==> src/hdl/mnc_consts.vh <==
/*
  constants for the main oscillator configuration and tuning-word update bank:
  register offsets, field positions, reset values.
  assumes inclusion by bare name from the design files.
*/
`ifndef MNC_CONSTS_VH
`define MNC_CONSTS_VH

// ----------------------------------------------------------------
// register offsets (byte-wide register port)
// ----------------------------------------------------------------
`define MNC_ADDR_PAGE 12'h008
`define MNC_ADDR_INTERP 12'h111
`define MNC_ADDR_CFG 12'h112
`define MNC_ADDR_UPD 12'h113
`define MNC_ADDR_TW0 12'h114
`define MNC_ADDR_TW5 12'h119

// ----------------------------------------------------------------
// field positions
// ----------------------------------------------------------------
`define MNC_CFG_MODE_HI 5
`define MNC_CFG_MODE_LO 4
`define MNC_CFG_NCO_EN 3
`define MNC_CFG_FRAC_EN 2
`define MNC_CFG_SIDEBAND 1
`define MNC_CFG_FOLLOW 0
`define MNC_UPD_MODE_HI 6
`define MNC_UPD_MODE_LO 4
`define MNC_UPD_ACK 1
`define MNC_UPD_REQ 0

// ----------------------------------------------------------------
// reset values and write masks
// ----------------------------------------------------------------
`define MNC_CFG_RESET 8'h01
`define MNC_UPD_RESET 8'h00
`define MNC_INTERP_RESET 8'h04
`define MNC_CFG_WMASK 8'h3F
`define MNC_UPD_WMASK 8'h71
`define MNC_PAGE_WMASK 8'h03

`endif

==> src/hdl/mnc_main_nco_config_update.v <==
/*
  main datapath oscillator configuration and tuning-word update register bank.
  assumes a byte-wide register port in clk_i domain; oscillator arithmetic lives outside.
*/
`timescale 1ns/1ns
`default_nettype none
`include "mnc_consts.vh"

module mnc_main_nco_config_update #(
  parameter NUM_PATHS = 2,
  parameter DW = 16
) (
  // clock and reset
  input wire clk_i,
  input wire reset_i,
  // register port
  input wire wr_i,
  input wire rd_i,
  input wire [11:0] addr_i,
  input wire [7:0] wdata_i,
  output reg [7:0] rdata_o,
  // oscillator handshake
  input wire [NUM_PATHS-1:0] load_done_i,
  output reg [NUM_PATHS-1:0] load_request_o,
  output reg [NUM_PATHS*48-1:0] main_tuning_word_o,
  output reg [NUM_PATHS-1:0] main_oscillator_enable_o,
  output reg [NUM_PATHS-1:0] fractional_dds_enable_o,
  output reg [NUM_PATHS-1:0] sideband_select_o,
  output reg [NUM_PATHS-1:0] channel_osc_follow_main_o,
  output reg [3:0] channel_interp_rate_o,
  // modulator switch, path 0 and path 1 sample streams
  input wire signed [DW-1:0] i0_i,
  input wire signed [DW-1:0] q0_i,
  input wire signed [DW-1:0] i1_i,
  input wire signed [DW-1:0] q1_i,
  output reg signed [DW:0] converter_out_0_o,
  output reg signed [DW:0] converter_out_1_o
);

  reg [7:0] page_q;
  reg [7:0] interp_q;
  wire [NUM_PATHS*8-1:0] cfg_w;
  wire [NUM_PATHS*8-1:0] upd_w;
  wire [NUM_PATHS*48-1:0] word_w;
  wire [NUM_PATHS-1:0] load_w;
  reg [7:0] rd_d;
  reg [DW:0] out0_d;
  reg [DW:0] out1_d;
  integer k;
  integer j;

  // ------------------------------------------------------------
  // helpers
  // ------------------------------------------------------------
  // one guard bit keeps the sum of two full-scale samples from wrapping
  function [DW:0] sext;
    input [DW-1:0] s;
    begin
      sext = {s[DW-1], s};
    end
  endfunction

  // byte number inside the 48-bit word, worked at three bits so that
  // bytes 4 and 5 (low address bits 0 and 1) wrap round to 4 and 5
  function [2:0] tw_byte;
    input [11:0] a;
    begin
      tw_byte = a[2:0] - 3'h4;
    end
  endfunction

  // true for any of the six tuning-word byte addresses
  function is_tw_addr;
    input [11:0] a;
    begin
      is_tw_addr = (a >= `MNC_ADDR_TW0) && (a <= `MNC_ADDR_TW5);
    end
  endfunction

  // one config bit of one path, taken from the flattened copies
  function cfg_bit;
    input [NUM_PATHS*8-1:0] v;
    input integer p;
    input integer b;
    begin
      cfg_bit = v[p*8 + b];
    end
  endfunction

  // ------------------------------------------------------------
  // per-path copies
  // ------------------------------------------------------------
  genvar g;
  generate
    for (g = 0; g < NUM_PATHS; g = g + 1) begin : g_path
      mnc_page_regs u_regs (
        .clk_i(clk_i),
        .reset_i(reset_i),
        .wr_i(wr_i && page_q[g]),
        .addr_i(addr_i),
        .wdata_i(wdata_i),
        .load_done_i(load_done_i[g]),
        .cfg_o(cfg_w[g*8 +: 8]),
        .upd_o(upd_w[g*8 +: 8]),
        .word_o(word_w[g*48 +: 48]),
        .load_o(load_w[g])
      );
    end
  endgenerate

  // ------------------------------------------------------------
  // read mux: lowest selected page answers
  // ------------------------------------------------------------
  always @* begin
    rd_d = 8'h00;
    for (k = NUM_PATHS - 1; k >= 0; k = k - 1) begin
      if (page_q[k]) begin
        case (addr_i)
          `MNC_ADDR_CFG: rd_d = cfg_w[k*8 +: 8];
          `MNC_ADDR_UPD: rd_d = upd_w[k*8 +: 8];
          default: ;
        endcase
        if (is_tw_addr(addr_i))
          rd_d = word_w[k*48 + tw_byte(addr_i)*8 +: 8];
      end
    end
    if (addr_i == `MNC_ADDR_PAGE)
      rd_d = page_q;
    if (addr_i == `MNC_ADDR_INTERP)
      rd_d = interp_q;
  end

  // ------------------------------------------------------------
  // modulator switch, using path 0 mode
  // ------------------------------------------------------------
  always @* begin
    case (cfg_w[`MNC_CFG_MODE_HI:`MNC_CFG_MODE_LO])
      2'h0: begin
        out0_d = sext(i0_i);
        out1_d = sext(i1_i);
      end
      2'h1: begin
        out0_d = sext(i0_i) + sext(i1_i);
        out1_d = sext(q0_i) + sext(q1_i);
      end
      2'h2: begin
        out0_d = sext(i0_i);
        out1_d = sext(q0_i);
      end
      default: begin
        out0_d = sext(i0_i) + sext(i1_i);
        out1_d = {(DW+1){1'b0}};
      end
    endcase
  end

  // ------------------------------------------------------------
  // shared registers and read data
  // ------------------------------------------------------------
  always @(posedge clk_i) begin
    if (reset_i) begin
      page_q <= 8'h01;
      interp_q <= `MNC_INTERP_RESET;
      rdata_o <= 8'h00;
    end else begin
      if (wr_i && addr_i == `MNC_ADDR_PAGE)
        page_q <= wdata_i & `MNC_PAGE_WMASK;
      // upper nibble belongs to the main interpolation rate, kept as storage only
      if (wr_i && addr_i == `MNC_ADDR_INTERP)
        interp_q <= wdata_i;
      // read data holds between reads so a slow host may pick it up late
      if (rd_i)
        rdata_o <= rd_d;
    end
  end

  // ------------------------------------------------------------
  // per-path outputs and the shared interpolation rate
  // ------------------------------------------------------------
  // re-registering costs one cycle after a write but keeps the pins glitch-free
  always @(posedge clk_i) begin
    if (reset_i) begin
      load_request_o <= {NUM_PATHS{1'b0}};
      main_tuning_word_o <= {(NUM_PATHS*48){1'b0}};
      main_oscillator_enable_o <= {NUM_PATHS{1'b0}};
      fractional_dds_enable_o <= {NUM_PATHS{1'b0}};
      sideband_select_o <= {NUM_PATHS{1'b0}};
      channel_osc_follow_main_o <= {NUM_PATHS{1'b1}};
      channel_interp_rate_o <= 4'h4;
    end else begin
      load_request_o <= load_w;
      main_tuning_word_o <= word_w;
      for (j = 0; j < NUM_PATHS; j = j + 1) begin
        main_oscillator_enable_o[j] <= cfg_bit(cfg_w, j, `MNC_CFG_NCO_EN);
        fractional_dds_enable_o[j] <= cfg_bit(cfg_w, j, `MNC_CFG_FRAC_EN);
        sideband_select_o[j] <= cfg_bit(cfg_w, j, `MNC_CFG_SIDEBAND);
        channel_osc_follow_main_o[j] <= cfg_bit(cfg_w, j, `MNC_CFG_FOLLOW);
      end
      channel_interp_rate_o <= interp_q[3:0];
    end
  end

  // ------------------------------------------------------------
  // modulator switch outputs
  // ------------------------------------------------------------
  // only path 0 steers the switch; path 1 mode bits are stored but unused
  always @(posedge clk_i) begin
    if (reset_i) begin
      converter_out_0_o <= {(DW+1){1'b0}};
      converter_out_1_o <= {(DW+1){1'b0}};
    end else begin
      converter_out_0_o <= out0_d;
      converter_out_1_o <= out1_d;
    end
  end

endmodule // mnc_main_nco_config_update
`default_nettype wire

==> src/hdl/mnc_page_regs.v <==
/*
  one datapath's copy of the configuration and update registers, with the
  tuning-word bytes and load request edge detection.
  assumes a single-cycle write strobe from the register port on clk_i.
*/
`timescale 1ns/1ns
`default_nettype none
`include "mnc_consts.vh"

module mnc_page_regs (
  // clock and reset
  input wire clk_i,
  input wire reset_i,
  // write port, already qualified by page select
  input wire wr_i,
  input wire [11:0] addr_i,
  input wire [7:0] wdata_i,
  // load acknowledge from the oscillator
  input wire load_done_i,
  // register contents
  output reg [7:0] cfg_o,
  output reg [7:0] upd_o,
  output reg [47:0] word_o,
  output reg load_o
);

  reg [7:0] upd_d;
  reg tw_wr;
  reg [2:0] tw_idx;
  reg auto_req;
  reg req_rise;

  // ------------------------------------------------------------
  // decode
  // ------------------------------------------------------------
  always @* begin
    tw_wr = wr_i && addr_i >= `MNC_ADDR_TW0 && addr_i <= `MNC_ADDR_TW5;
    tw_idx = addr_i[2:0] - 3'h4;
    // byte n write pairs with mode code n+1
    auto_req = tw_wr && upd_o[`MNC_UPD_MODE_HI:`MNC_UPD_MODE_LO] != 3'h0 &&
      upd_o[`MNC_UPD_MODE_HI:`MNC_UPD_MODE_LO] == tw_idx + 3'h1;
    upd_d = upd_o;
    if (wr_i && addr_i == `MNC_ADDR_UPD) begin
      upd_d = (wdata_i & `MNC_UPD_WMASK) | (upd_o & 8'h02);
      if (!wdata_i[`MNC_UPD_REQ])
        upd_d[`MNC_UPD_ACK] = 1'b0;
    end
    // completion wins over a same-cycle clear
    if (load_done_i)
      upd_d[`MNC_UPD_ACK] = 1'b1;
    req_rise = wr_i && addr_i == `MNC_ADDR_UPD && wdata_i[`MNC_UPD_REQ] &&
      !upd_o[`MNC_UPD_REQ];
  end

  // ------------------------------------------------------------
  // storage
  // ------------------------------------------------------------
  always @(posedge clk_i) begin
    if (reset_i) begin
      cfg_o <= `MNC_CFG_RESET;
      upd_o <= `MNC_UPD_RESET;
      word_o <= 48'h000000000000;
      load_o <= 1'b0;
    end else begin
      if (wr_i && addr_i == `MNC_ADDR_CFG)
        cfg_o <= wdata_i & `MNC_CFG_WMASK;
      upd_o <= upd_d;
      if (tw_wr)
        word_o[tw_idx*8 +: 8] <= wdata_i;
      load_o <= req_rise | auto_req;
    end
  end

endmodule // mnc_page_regs
`default_nettype wire

==> config.mk <==
export PLATFORM = sky130hd
export DESIGN_NAME = mnc_main_nco_config_update
export DESIGN_NICKNAME = d
export VERILOG_FILES = /design/src/hdl/mnc_main_nco_config_update.v /design/src/hdl/mnc_page_regs.v
export VERILOG_INCLUDE_DIRS = /design/src /design/src/hdl
export SDC_FILE = /design/constraint.sdc
export NUM_CORES = 1
export LEC_CHECK = 0
export CAP_MARGIN = 20
export CORE_MARGIN = 8
export CORE_UTILIZATION = 45
export DETAILED_ROUTE_END_ITERATION = 6
export DONT_BUFFER_PORTS = 1
export SYNTH_ARGS = -nofsm -noshare
export SYNTH_HDL_FRONTEND = slang
export SYNTH_SLANG_ARGS = --single-unit
export TNS_END_PERCENT = 10
==> constraint.sdc <==
create_clock -name clk_i -period 3.9 [get_ports clk_i]
set_clock_uncertainty 0.1 [all_clocks]
set_input_delay 0.585 -clock clk_i [delete_from_list [all_inputs] [get_ports clk_i]]
set_output_delay 0.585 -clock clk_i [all_outputs]
set_load 0.01 [all_outputs]
==> results_tabular.tex <==
\begin{tabular}{lr}
\hline
Metric & Value \\
\hline
\multicolumn{2}{l}{\textbf{Outcome}} \\
Result of the run & finished with violations \\
Violations in the final reports & hold timing \\
\multicolumn{2}{l}{\textbf{Route}} \\
Highest layer used for signal routing & met4 \\
DR vias & between 9000 and 10000 \\
Detail Route Antenna Nets & 0 \\
Pre-Repair DR Iteration Count & 6 \\
Detail Route met3 WL & 3.81 mm \\
Detailed-route wire length per cell & about 22 um \\
Post-Route WL & 37.8 mm \\
Via density per instance & 5.70 \\
Final routed DRC violation total & 0 \\
Routed met1 length & between 15 and 20 mm \\
Number of design-rule violations left by the first detailed-router iteration & about 730 \\
Routed length on met2 & between 15 and 20 mm \\
\multicolumn{2}{l}{\textbf{STA}} \\
Number of hold violations in the final report & 3 \\
Worst-case setup margin in the final layout & between 1 and 1.5 ns \\
Transition at the pin with the smallest max-transition slack & about 0.96 ns \\
Final worst path period share & 68.7\% \\
Setup violators final & 0 \\
Minimum clock period after layout & roughly 2.7 ns \\
Tightest hold margin & -0.00279 ns \\
Pins Over Slew Limit & 0 \\
Unrepaired setup endpoints after global routing & false \\
Slew headroom & 35.9\% \\
Final sum of negative setup slack & 0 ns \\
Achievable Freq & around 0.37 GHz \\
\multicolumn{2}{l}{\textbf{Flow run}} \\
Maximum capacitance violations & 0 \\
\multicolumn{2}{l}{\textbf{Global routing}} \\
Antenna violations before repair & 0 \\
Overall overflow remaining after global route & 0 \\
Largest net degree at the start of global routing & 280 \\
First-pass GRT wire length & 56.8 mm \\
Via count of the first global-routing pass & between 9000 and 10000 \\
Overall global routing resource usage & between 20\% and 30\% \\
\multicolumn{2}{l}{\textbf{Min path}} \\
Worst hold-check path type & in -> reg \\
Worst hold path endpoint & g\_path[1].u\_regs.upd\_o[5] \\
Hold Path Origin & reset\_i \\
Cell depth of the worst hold path & 1 \\
\multicolumn{2}{l}{\textbf{Clock tree}} \\
Gates resized, CTS repair & 0 \\
H-tree levels & 1 \\
Post-CTS setup buffer count & 0 \\
Clock slew at reported path FFs & approximately 0.060 ns \\
CTS tree & done \\
Number of sinks driven by the clock tree & between 200 and 300 \\
Number of buffers inserted by hold repair at cts & 0 \\
Inserted Clock Buffers & 30 \\
Clock Path Buffers & 3 \\
Clock tree root driver cell & clkbuf\_16 \\
Latest clock arrival within the worst-skew pair & 0.56 ns \\
\multicolumn{2}{l}{\textbf{Die}} \\
Number of placement rows & 61 \\
Floorplan Core Area & $\sim$28000 um2 \\
Initial cell density of the core & a little under half \\
Die width & 183 um \\
Count of boundary I/O pins & between 200 and 250 \\
Die height & between 150 and 200 um \\
DIE AREA & about 33000 um2 \\
\multicolumn{2}{l}{\textbf{Setup path}} \\
Critical Path Source Type & input port \\
Data required, critical path & approximately 4.2 ns \\
Category of cells accounting for the largest share of critical-path delay & simple AND/OR/NAND/NOR gates \\
Count of cells along the worst register-to-register path & 5 \\
CP max FO & 18 \\
Highest-delay cell along the critical path & or3\_1 \\
Setup slack of the worst register-to-register path & $\sim$1.3 ns \\
Cell-by-cell trace of the critical path & inv\_1 > ha\_1 > or2\_2 > a21oi\_1 > or3\_1 > or3\_1 > mux2i\_1 > nor2\_1 \\
Slowest cell delay on critical path & 0.64 ns \\
Crit path capture type & flop \\
Dominant cell type by count on the critical path & or3\_1 \\
Type of the worst setup path & in -> reg \\
Sum of buffers and inverters on the critical path & 1 \\
Launch instance of the worst register-to-register path & g\_path[0].u\_regs.cfg\_o[4] \\
Data arrival, critical path & around 3.0 ns \\
Crit Reg-Reg Endpoint & converter\_out\_1\_o[16] \\
\multicolumn{2}{l}{\textbf{Yosys}} \\
Count of flip-flops with a built-in enable after synthesis & 0 \\
Top flip-flop cell by instance count after synthesis & dfxtp\_1 \\
Warnings from Yosys & 0 \\
Netlist cell types & 70 \\
Sequential area share after synthesis & around 45\% \\
Post-synthesis average cell area & slightly above 9 um2 \\
Area share of the largest cell type after synthesis & between 40\% and 50\% \\
Synthesized flop and latch total & roughly 280 \\
Synthesized netlist cell count & about 1400 \\
Net Count, Synth & approximately 1500 \\
Area of the mapped netlist & approximately 12000 um2 \\
Library cell occupying the most area in the post-synthesis netlist & dfxtp\_1 \\
Most repeated cell in the gate-level netlist after synthesis & dfxtp\_1 \\
Top cells by area, synth & dfxtp\_1 (45\%), mux2i\_1 (6.9\%), nor2b\_1 (5.8\%), a21oi\_1 (3.8\%), nand2\_1 (3.8\%) \\
Async SR Flop Fraction & 0\% \\
Top cells by instance count after synthesis & dfxtp\_1 (282), nand2\_1 (125), nor2\_1 (120), nor2b\_1 (116), a21oi\_1 (95) \\
\multicolumn{2}{l}{\textbf{Finish}} \\
Post-synthesis to final-layout area growth & 9.49\% \\
Final core utilization & 49.6\% \\
Layout cells sized above 1 & about 7.7\% \\
Post-route cell area & between 10000 and 15000 um2 \\
Count of antenna diodes in the layout & 0 \\
Nets & roughly 1400 \\
Filler-free cell count of the finished design & 1710 \\
\multicolumn{2}{l}{\textbf{Power}} \\
Post-layout total power & approximately 6 mW \\
Maximum VDD drop & roughly 0.36 mV \\
Total power divided by cell area & around 450 nW/um2 \\
Leak pwr & 5.31 nW \\
\multicolumn{2}{l}{\textbf{Placement}} \\
Post-placement setup slack & about 0.7 ns \\
Number of placed instances, taps included & about 1700 \\
Buffers added on ports & 0 \\
Last weighted congestion value of the routability-driven placer & between 0.9 and 1 \\
HPWL after detailed placement & 26.6 mm \\
Placed cell area & $\sim$13000 um2 \\
\hline
\end{tabular}
-- sequential cells by signal, indices dropped and copies added, names as in the netlist --
name	count
fractional_dds_enable_o	2
channel_interp_rate_o	4
g_path.u_regs.word_o	96
rdata_o	8
converter_out_1_o	17
page_q	2
load_request_o	2
main_tuning_word_o	96
channel_osc_follow_main_o	2
g_path.u_regs.cfg_o	12
interp_q	8
g_path.u_regs.load_o	2
main_oscillator_enable_o	2
g_path.u_regs.upd_o	10
sideband_select_o	2
converter_out_0_o	17
-- layer usage --
layer / GRT usage, % / up-vias
met5: 0 / -
met1: 26.8 / 4625
met4: 7.67 / 0
met3: 6.98 / 66
li1: - / 4654
met2: 34.8 / 400
-- worst max-delay path by stage --
stage	from	endpoint	slack (ns)	depth (start not counted)
5_1_grt	addr_i[1]	g_path[0].u_regs.word_o[20]	1.06	8
4_1_cts	g_path[0].u_regs.cfg_o[4]	converter_out_1_o[16]	1.27	5
3_3_place_gp	i0_i[0]	converter_out_0_o[16]	0.77	8
6_report	addr_i[1]	g_path[1].u_regs.word_o[14]	1.22	8
2_1_floorplan	addr_i[0]	g_path[1].u_regs.word_o[20]	0.77	12
3_5_place_dp	addr_i[1]	g_path[0].u_regs.word_o[2]	0.70	8
-- layout make-up --
class / instances / area [um2]
clock buffers: 39 / 856
clock inverters: 17 / 169
fillers: 2627 / 13900
inverters: 16 / 60.1
multi-input cells: 966 / 6380
flip-flops and latches: 282 / 5650
well taps: 378 / 473
repair buffers: 12 / 92.6
-- power by group --
part	internal, mW	total (mW)	switching, mW	leakage [nW]
Combinational	0.154	0.351	0.197	2.55
Clock	1.69	2.90	1.21	0.481
Sequential	2.90	2.93	0.0266	2.28
-- cell families (layout without fill, tap and decap cells) --
kind of cell	count (synthesis)	in the layout	synth area share, %
AOI/OAI and AO/OA	256	256	13.2
xor gates and xnor gates	23	23	1.61
adders and majority gates	39	39	4.03
buffers and inverters	109	84	3.73
DFF	282	282	45.2
muxes	106	106	9.87
and+or+nand+nor	542	542	22.4
-- layout by cell type, fill, tap and decap left out, types with 6 or more instances in the layout --
cell type,count
a21oi_1,95
xor2_1,7
inv_1,15
a31oi_1,8
a211oi_1,15
or3_1,7
mux2_2,7
o21bai_1,12
or2_2,6
nand4_1,7
clkbuf_16,31
nor2b_1,116
clkinvlp_4,8
buf_4,11
mux2i_1,86
nand2b_1,12
nor3_1,17
nand2_1,125
ha_1,37
a22oi_1,9
o211ai_1,9
dfxtp_1,282
xnor2_1,16
o21ai_0,36
nor2_1,120
mux4_2,13
nand3_1,66
and2_1,15
o21a_1,13
and3_1,18
(Power assumes the default switching activity.)
